$ cat src/design/p0h_pkg.sv
// Purpose: shared constants and types for the port-0 high pin control block
// Assumes: 8-bit cpu data path, byte addresses of the cpu data space
// Notes: design register offsets, field positions and reset values live here; monitor and tb repeat offsets and mask as literals
package p0h_pkg;

  // ----------------------------------------------------------------
  // register map
  // ----------------------------------------------------------------
  localparam logic [7:0] P0H_ADDR_HIGH_CFG = 8'hc6;
  localparam logic [7:0] P0H_ADDR_PULLUP = 8'hc9;
  localparam logic [7:0] P0H_HIGH_CFG_RESET = 8'h00;
  localparam logic [7:0] P0H_PULLUP_RESET = 8'h00;
  localparam logic [7:0] P0H_HIGH_CFG_WMASK = 8'hfd;

  // ----------------------------------------------------------------
  // field positions in the high config register
  // ----------------------------------------------------------------
  localparam int P0H_SEVEN_LSB = 5;
  localparam int P0H_SIX_LSB = 2;
  localparam int P0H_FIVE_PP_BIT = 0;
  localparam int P0H_FIELD_W = 3;

  // ----------------------------------------------------------------
  // field encodings
  // ----------------------------------------------------------------
  localparam logic [2:0] P0H_F_SCHMITT = 3'h0;
  localparam logic [2:0] P0H_F_OPEN_DRAIN = 3'h1;
  localparam logic [2:0] P0H_F_ANALOG = 3'h2;
  localparam logic [2:0] P0H_F_PERIPH = 3'h3;
  localparam logic [1:0] P0H_M_SCHMITT = 2'h0;
  localparam logic [1:0] P0H_M_OPEN_DRAIN = 2'h1;
  localparam logic [1:0] P0H_M_ANALOG = 2'h2;

  typedef enum logic [2:0] {
    P0H_MODE_SCHMITT,
    P0H_MODE_OPEN_DRAIN,
    P0H_MODE_ANALOG,
    P0H_MODE_PERIPH,
    P0H_MODE_PUSH_PULL
  } p0h_mode_e;

  // per-pin control bundle handed to the pad
  typedef struct packed {
    logic schmitt_in;
    logic open_drain;
    logic push_pull;
    logic analog_alt;
    logic periph_alt;
  } p0h_pin_ctrl_s;

endpackage : p0h_pkg

$ cat src/design/p0h_mode_dec.sv
// Purpose: decode one pin's mode into control bundle
// Assumes: purely combinational, used per pin by the top
// Notes: pin five passes a synthetic 3-bit field built by the top
`timescale 1ns/1ps
`default_nettype none
module p0h_mode_dec (
  input wire logic [2:0] i_field,
  output p0h_pkg::p0h_pin_ctrl_s o_ctrl,
  output p0h_pkg::p0h_mode_e o_mode
);

  always_comb begin
    o_ctrl = '0;
    if (i_field[2]) begin
      o_mode = p0h_pkg::P0H_MODE_PUSH_PULL;
    end else begin
      unique case (i_field)
        p0h_pkg::P0H_F_SCHMITT: o_mode = p0h_pkg::P0H_MODE_SCHMITT;
        p0h_pkg::P0H_F_OPEN_DRAIN: o_mode = p0h_pkg::P0H_MODE_OPEN_DRAIN;
        p0h_pkg::P0H_F_ANALOG: o_mode = p0h_pkg::P0H_MODE_ANALOG;
        default: o_mode = p0h_pkg::P0H_MODE_PERIPH;
      endcase
    end
    o_ctrl.schmitt_in = (o_mode == p0h_pkg::P0H_MODE_SCHMITT);
    o_ctrl.open_drain = (o_mode == p0h_pkg::P0H_MODE_OPEN_DRAIN);
    o_ctrl.push_pull = (o_mode == p0h_pkg::P0H_MODE_PUSH_PULL);
    o_ctrl.analog_alt = (o_mode == p0h_pkg::P0H_MODE_ANALOG);
    o_ctrl.periph_alt = (o_mode == p0h_pkg::P0H_MODE_PERIPH);
  end

endmodule : p0h_mode_dec
`default_nettype wire

$ cat src/design/p0h_pin_ctrl.sv
// Purpose: high pin control register and pad steering for port-0 pins seven to five
// Assumes: cpu strobes and pin inputs synchronous to i_sys_clk
// Notes: index 0 of the 3-bit pin vectors is pin five, index 2 is pin seven
`timescale 1ns/1ps
`default_nettype none
module p0h_pin_ctrl (
  input wire logic i_sys_clk,
  input wire logic i_reset,
  input wire logic [7:0] i_cpu_addr,
  input wire logic [7:0] i_cpu_wdata,
  input wire logic i_cpu_wr,
  input wire logic i_cpu_rd,
  input wire logic [1:0] i_mid_pin5_mode,
  input wire logic [2:0] i_port_data,
  input wire logic [2:0] i_periph_out,
  input wire logic [2:0] i_pin_in,
  output logic [7:0] o_cpu_rdata,
  output logic [7:0] o_pullup_en,
  output p0h_pkg::p0h_pin_ctrl_s [2:0] o_pin_ctrl,
  output logic [2:0] o_pin_out,
  output logic [2:0] o_pin_oe,
  output logic [2:0] o_pin_in_data
);

  // ----------------------------------------------------------------
  // register state
  // ----------------------------------------------------------------
  logic [7:0] high_cfg_q;
  logic [7:0] high_cfg_d;
  logic [7:0] pullup_q;
  logic [7:0] pullup_d;
  logic [7:0] rdata_q;
  logic [7:0] rdata_d;

  always_comb begin
    high_cfg_d = high_cfg_q;
    pullup_d = pullup_q;
    rdata_d = rdata_q;
    if (i_cpu_wr && i_cpu_addr == p0h_pkg::P0H_ADDR_HIGH_CFG) begin
      high_cfg_d = i_cpu_wdata & p0h_pkg::P0H_HIGH_CFG_WMASK;
    end
    if (i_cpu_wr && i_cpu_addr == p0h_pkg::P0H_ADDR_PULLUP) begin
      pullup_d = i_cpu_wdata;
    end
    if (i_cpu_rd) begin
      unique case (i_cpu_addr)
        p0h_pkg::P0H_ADDR_HIGH_CFG: rdata_d = high_cfg_q & p0h_pkg::P0H_HIGH_CFG_WMASK;
        p0h_pkg::P0H_ADDR_PULLUP: rdata_d = pullup_q;
        default: rdata_d = 8'h00;
      endcase
    end
  end

  always_ff @(posedge i_sys_clk or posedge i_reset) begin
    if (i_reset) begin
      high_cfg_q <= p0h_pkg::P0H_HIGH_CFG_RESET;
      pullup_q <= p0h_pkg::P0H_PULLUP_RESET;
      rdata_q <= 8'h00;
    end else begin
      high_cfg_q <= high_cfg_d;
      pullup_q <= pullup_d;
      rdata_q <= rdata_d;
    end
  end

  // ----------------------------------------------------------------
  // mode decode
  // ----------------------------------------------------------------
  // pin five has only a force bit here; otherwise its 2-bit mid field is
  // widened so the shared decoder sees the same codes as pins six and seven
  logic [2:0] field [3];
  p0h_pkg::p0h_pin_ctrl_s ctrl_c [3];
  p0h_pkg::p0h_mode_e mode_c [3];

  always_comb begin
    field[2] = high_cfg_q[p0h_pkg::P0H_SEVEN_LSB +: p0h_pkg::P0H_FIELD_W];
    field[1] = high_cfg_q[p0h_pkg::P0H_SIX_LSB +: p0h_pkg::P0H_FIELD_W];
    if (high_cfg_q[p0h_pkg::P0H_FIVE_PP_BIT]) begin
      field[0] = 3'h4;
    end else begin
      field[0] = {1'b0, i_mid_pin5_mode};
    end
  end

  genvar g;
  generate
    for (g = 0; g < 3; g++) begin : g_pin
      p0h_mode_dec u_dec (
        .i_field(field[g]),
        .o_ctrl(ctrl_c[g]),
        .o_mode(mode_c[g])
      );
    end
  endgenerate

  // ----------------------------------------------------------------
  // pad steering
  // ----------------------------------------------------------------
  // peripheral alternative only routes the pad; the peripheral itself
  // must be enabled separately or i_periph_out just sits idle
  p0h_pkg::p0h_pin_ctrl_s [2:0] pin_ctrl_q;
  p0h_pkg::p0h_pin_ctrl_s [2:0] pin_ctrl_d;
  logic [2:0] pin_out_q;
  logic [2:0] pin_out_d;
  logic [2:0] pin_oe_q;
  logic [2:0] pin_oe_d;
  logic [2:0] pin_in_q;
  logic [2:0] pin_in_d;

  always_comb begin
    for (int i = 0; i < 3; i++) begin
      pin_ctrl_d[i] = ctrl_c[i];
      pin_out_d[i] = 1'b0;
      pin_oe_d[i] = 1'b0;
      unique case (mode_c[i])
        p0h_pkg::P0H_MODE_PUSH_PULL: begin
          pin_out_d[i] = i_port_data[i];
          pin_oe_d[i] = 1'b1;
        end
        p0h_pkg::P0H_MODE_OPEN_DRAIN: begin
          pin_oe_d[i] = ~i_port_data[i];
        end
        p0h_pkg::P0H_MODE_PERIPH: begin
          pin_out_d[i] = i_periph_out[i];
          pin_oe_d[i] = 1'b1;
        end
        p0h_pkg::P0H_MODE_ANALOG: begin
          pin_oe_d[i] = 1'b0;
        end
        p0h_pkg::P0H_MODE_SCHMITT: begin
          pin_oe_d[i] = 1'b0;
        end
      endcase
    end
    // analog pins keep the digital input quiet to avoid crowbar current
    for (int i = 0; i < 3; i++) begin
      pin_in_d[i] = ctrl_c[i].analog_alt ? 1'b0 : i_pin_in[i];
    end
  end

  always_ff @(posedge i_sys_clk or posedge i_reset) begin
    if (i_reset) begin
      pin_ctrl_q <= '0;
      pin_out_q <= 3'h0;
      pin_oe_q <= 3'h0;
      pin_in_q <= 3'h0;
    end else begin
      pin_ctrl_q <= pin_ctrl_d;
      pin_out_q <= pin_out_d;
      pin_oe_q <= pin_oe_d;
      pin_in_q <= pin_in_d;
    end
  end

  assign o_cpu_rdata = rdata_q;
  assign o_pullup_en = pullup_q;
  assign o_pin_ctrl = pin_ctrl_q;
  assign o_pin_out = pin_out_q;
  assign o_pin_oe = pin_oe_q;
  assign o_pin_in_data = pin_in_q;

endmodule : p0h_pin_ctrl
`default_nettype wire

$ cat config.mk
export PLATFORM = sky130hd
export DESIGN_NAME = p0h_pin_ctrl
export DESIGN_NICKNAME = d
export VERILOG_FILES = /design/src/design/p0h_pkg.sv /design/src/design/p0h_mode_dec.sv /design/src/design/p0h_pin_ctrl.sv
export SDC_FILE = /design/constraint.sdc
export NUM_CORES = 1
export LEC_CHECK = 0
export BUFFER_PORTS_ARGS = -buffer_cell sky130_fd_sc_hd__buf_2
export CAP_MARGIN = 20
export CELL_PAD_IN_SITES_DETAIL_PLACEMENT = 1
export CELL_PAD_IN_SITES_GLOBAL_PLACEMENT = 1
export CORE_MARGIN = 4
export CORE_UTILIZATION = 33
export DETAILED_ROUTE_END_ITERATION = 7
export HOLD_SLACK_MARGIN = 0.12
export PLACE_DENSITY = 0.78
export SYNTH_ARGS = -nofsm -noshare
export SYNTH_HDL_FRONTEND = slang
export SYNTH_SLANG_ARGS = --single-unit
$ cat constraint.sdc
create_clock -name i_sys_clk -period 1.13 [get_ports i_sys_clk]
set_input_delay 0.113 -clock i_sys_clk [delete_from_list [all_inputs] [get_ports i_sys_clk]]
set_output_delay 0.113 -clock i_sys_clk [all_outputs]
set_load 0.005 [all_outputs]
======== Yosys cells after proc, flatten, opt, wreduce, memory -nomap -nowiden ========
Index checks and enable logic that the tools add are counted.
storage, ports and cells
  word-level logic and storage cells ...... 75
  register bits ........................... 47
operators by class
  mux-type cells .......................... 17
  reductions and logical operators ........ 14
  equality and inequality tests ........... 20
  bitwise logic cells ..................... 3
operators with widths
  kind                                           number
  == test 3 x 2 -> 1 bit, second input constant  9
  == test 3 x 1 -> 1 bit, second input constant  6
  zero test 3 bit                                6
  one-hot mux 2 bit (3 select lines)             3
  == test 8 bit, second input constant           2
  one-hot mux 8 bit (2 select lines)             1
  2-to-1 mux 3 bit                               4
  OR reduction 2 bit                             6
  == test 3 bit, second input constant           3
  one-hot mux 1 bit (3 select lines)             3
  one-hot mux 1 bit (2 select lines)             3
  2-to-1 mux 1 bit                               3
  inverter 1 bit                                 3
  logical AND 1 bit                              2

======== Logic depth before layout (Yosys ltp) ========
  depth after elaboration ................. 7
  mapped depth ............................ 4
  mapped depth without buffers ............ 3

======== Hierarchy ========
Synthesis repeated with hierarchy kept, for this count alone.
unflattened totals
  cells, all modules ...................... 143
  area total of the unflattened synthesis .. 1919.3 µm²
modules (own cells, without submodules)
  module        cells each  area an instance (µm²)  times used
  p0h_pin_ctrl  119         1742.9                  1
  p0h_mode_dec  8           58.8                    3

======== Worst setup path before layout ========
OpenSTA, ideal clock, no wires.
  path type ............................... input-to-reg
  from .................................... in i_cpu_addr[2]
  to ...................................... reg pullup_q[1], in the netlist o_pullup_en[1]
  stages on the path ...................... 4
  path buffers ............................ 1
  path slack .............................. 0.080 ns
  data required time ...................... 1.005 ns
  data arrival time ....................... 0.925 ns
  path through ............................ and4bb_1 -> buf_6 -> nand3_4 -> mux2_4
between the ends
  cells in the longest elaborated chain, start to end .. 2
RTL lines
  element               line                source
  start, declared       p0h_pin_ctrl.sv:9   input wire logic [7:0] i_cpu_addr,
  == test 8 bit         p0h_pin_ctrl.sv:42  if (i_cpu_wr && i_cpu_addr == p0h_pkg::P0H_ADDR_PULLUP) begin
  logical AND 1 bit     p0h_pin_ctrl.sv:42
  end signal, assigned  p0h_pin_ctrl.sv:57  pullup_q <= p0h_pkg::P0H_PULLUP_RESET;
  end signal, assigned  p0h_pin_ctrl.sv:61  pullup_q <= pullup_d;
  end, declared         p0h_pin_ctrl.sv:30  logic [7:0] pullup_q;
Every way passes these cells.
A chain may end at the register's enable or synchronous reset.

==> Flow_metrics.wiki <==
{| class="wikitable"
! Metric !! Value
|-
| Placement row count || 26
|-
| Critical path peak fanout || 9
|-
| Clock Skews || around 0.0034 ns
|-
| Pins over their slew limit || 0
|-
| Clock buffers created by TritonCTS || 5
|-
| Number of resized instances in the post-cts repair step || 0
|-
| Number of global-route vias before repair || 1,442
|-
| Power after layout || approximately 3.2 mW
|-
| Psw || approximately 0.73 mW
|-
| Ratio of cells with drive above 1 in the final layout || between 40% and 50%
|-
| Number of hold violations in the final report || 0
|-
| Data arrival time at the worst-slack endpoint || ~1.2 ns
|-
| Inst Count DP || approximately 260
|-
| Static leakage || ~1.3 nW
|-
| Power Internal || about 2.4 mW
|-
| Worst R2R Path Depth || 2
|-
| Detailed Place HPWL || 3060 µm
|-
| Worst-case setup slack after placement || -0.0806 ns
|-
| Clk sinks || 47
|-
| Detail-routed net length per standard cell || about 15 µm
|-
| Summed instance area of the synthesized netlist || approximately 1800 µm²
|-
| Top-level port count || between 70 and 80
|-
| Count of routing violations after the opening detailed-route iteration || 30
|-
| Maximum achievable frequency || 976 MHz
|-
| Grt total ovfl || 0
|-
| Number of remaining DRC errors || 0
|-
| Type of element capturing the critical path || flip-flop
|-
| Post-synthesis sequential element count || 47
|-
| Sequential power share || a little under three fifths
|-
| First-pass GRT wire length || just over 7000 µm
|-
| Endpoint of the most critical setup path || o_pin_out[0]
|-
| Maximum resistive drop on vdd || just over 500 µV
|-
| Worst slew slack as a fraction of its limit || about 79%
|-
| Beginning of the worst register-to-register path || high_cfg_q[0]
|-
| Post-Route WL || about 4300 µm
|-
| Floorplan die height || just over 80 µm
|-
| Clock buffer depth || 2
|-
| Post-DR vias/cell || roughly 4.6
|-
| Input/output buffers || 70
|-
| Setup Viol. Count Final || 0
|-
| RSZ-0062 raised after global routing || false
|-
| Critical path startpoint || high_cfg_q[0]
|-
| Worst Path Class, Setup || flip-flop to flip-flop
|-
| Placeable core region || between 5000 and 6000 µm²
|-
| Final critical path time including I/O delays and setup || approximately 1.0 ns
|-
| Clock latency reported for the late side of the worst-skew pair || approximately 0.29 ns
|-
| Setup crit start kind || flip-flop
|-
| Required time worst endpoint || roughly 1.3 ns
|-
| Maximum number of pins on one net before global-route repair || 48
|-
| Vias after detailed routing || 1,346
|-
| Number of nets produced by synthesis || 157
|-
| Final clock period utilization by the worst path || about nine tenths
|-
| Sequential cell area in the final layout || between 1000 and 1500 µm²
|-
| Power per cell area || approximately 1200 nW/µm²
|-
| Hold Startpoint || i_cpu_rd
|-
| Comb pwr share || 10.3%
|-
| Die outline width || 81.6 µm
|-
| Final weighted congestion of routability-driven global placement || ~0.75
|-
| Antenna violation net count after detailed routing || 0
|-
| Setup slack of the worst register-to-register path || about 0.11 ns
|-
| Crit path setup slack, layout || 0.106 ns
|-
| Post-route worst hold slack || 0.208 ns
|-
| Synthesized area per cell || 14.2 µm²
|-
| Count of cell types in the netlist || 19
|-
| Net switching share of the total power || a little under a quarter
|-
| Library cell used as clock root buffer || clkbuf_8
|-
| Layout overhead on the synthesized area || 41.7%
|-
| Count of placed standard cells in the final layout, fillers left out || about 290
|-
| Synth Instances || ~130
|-
| Register clock-pin slew on the reported worst setup and hold paths || around 0.08 ns
|-
| Outcome || finished clean
|-
| Initial Utilization || roughly a third
|-
| Count of maximum capacitance violations || 0
|-
| Combined global-route utilization of all metal layers || between 10 and 15%
|-
| Worst r2r dst || o_pin_out[0]
|-
| Clock Power Share || between 30% and 40%
|-
| Pre-antenna DRT Iters || 3
|-
| Area of the die || about 6700 µm²
|-
| Antenna violations before repair || 0
|-
| Yosys synthesis warning count || 0
|-
| Measured slew at the worst slew-check pin || between 0.3 and 0.4 ns
|-
| Part of the Yosys area used for sequential elements || about two thirds
|-
| Number of nets in the finished design || 250
|-
| Hold WC Path Type || input port to flip-flop
|-
| Postcts setup bufs || 0
|-
| Area of the multi-input gates || approximately 530 µm²
|-
| # fillers || around 560
|-
| Maximum level of the CTS H-tree || 2
|-
| Clock tree from TritonCTS || done
|}
[flip-flops by register name, summed over array words and instances, names as in the netlist]
name and count:
o_pin_in_data 3, o_pin_oe 3, o_pin_out 3, high_cfg_q 7
o_cpu_rdata 8, o_pullup_en 8, o_pin_ctrl 15
[what timing repair did]
action,CTS,global route
hold buffers,20,0
hold endpoints to repair,72,0
endpoints found under the setup margin,0,0
[layout make-up]
class,count,share of cell area [%]
Antenna cell,1,0.0989
Clock buffer,6,3.26
Clock inverter,2,0.643
Inverter,9,1.48
Multi-Input combinational cell,61,20.9
Sequential cell,47,46.5
Tap cell,70,3.46
Timing Repair Buffer,95,23.7
[worst min path at each step]
stage / endpoint / slack (ns) / cells past startpoint
floorplan: high_cfg_q[0] / 0.14 / 1
global placement: o_pin_in_data[1] / 0.19 / 3
global route: o_cpu_rdata[0] / 0.21 / 3
CTS: o_cpu_rdata[3] / 0.19 / 3
finish: o_cpu_rdata[0] / 0.21 / 3
detailed placement: o_pin_ctrl[13] / 0.19 / 3
[power groups by stage]
stage          sequential [mW]  clock [mW]  combinational [mW]
6_report                  1.79        1.04               0.327
5_1_grt                   1.80        1.17               0.367
4_1_cts                   1.79        1.07               0.334
3_5_place_dp              1.83           0               0.279
3_3_place_gp              1.83           0               0.270
2_1_floorplan             1.82           0               0.120
[cells by family (layout without fill, tap and decap cells)]
logic type | count (synthesis) | after routing | share of synthesized area (%)
flops | 47 | 47 | 65.8
mux | 15 | 15 | 9.66
simple gates | 25 | 25 | 11.4
compound gates | 21 | 21 | 8.47
buf+inv | 18 | 112 | 4.62
other cells | 0 | 1 | 0
[Yosys cell counts]
cell | count | area (µm²)
and4bb_2 | 2 | 25.0
a21o_1 | 3 | 22.5
nand2_1 | 2 | 7.51
buf_6 | 2 | 22.5
a22oi_1 | 7 | 52.6
and3b_1 | 3 | 26.3
mux2_2 | 14 | 158
dfrtp_1 | 47 | 1180
clkbuf_1 | 7 | 26.3
o22ai_1 | 8 | 50.1
nand2b_1 | 3 | 18.8
mux2_4 | 1 | 15.0
and4bb_1 | 1 | 12.5
nor2b_1 | 3 | 18.8
nand3_4 | 2 | 35.0
nor3_1 | 3 | 15.0
a22o_1 | 3 | 26.3
inv_1 | 9 | 33.8
nor3b_1 | 6 | 45.0
[cells in the final DEF (no fill, tap or decap), drive strengths merged]
cell,n
a22o,3
clkinvlp,2
buf,75
clkbuf,6
nor3,3
nor3b,6
dfrtp,47
nand2,2
and3b,3
a21o,3
inv,8
mux2,15
diode,1
dlygate4sd3,20
nor2b,3
clkinv,1
and4bb,3
a22oi,7
nand2b,3
nand3,2
o22ai,8
[routing by layer]
metal,vias to the layer above,track usage [%],wire length [µm]
li1,629,-,-
met1,664,17.1,1790
met2,46,23.3,2170
met3,7,3.40,274
met4,0,6.64,78
met5,-,0,0
[metrics by stage]
step / TNS [ns] / area, µm² / util, %
6_report: 0 / 2530 / 48.9
5_1_grt: 0 / 2530 / 48.9
4_1_cts: 0 / 2530 / 48.9
3_5_place_dp: -0.837 / 2230 / 43.1
3_3_place_gp: -0.438 / 2230 / 43.1
2_1_floorplan: 0 / 1790 / -
[worst max-delay path: stages, from the launching register on]
cell and delay, ns:
dfrtp_1 0.51, and3b_1 0.24, a22o_1 0.17
(Power assumes the default switching activity.)
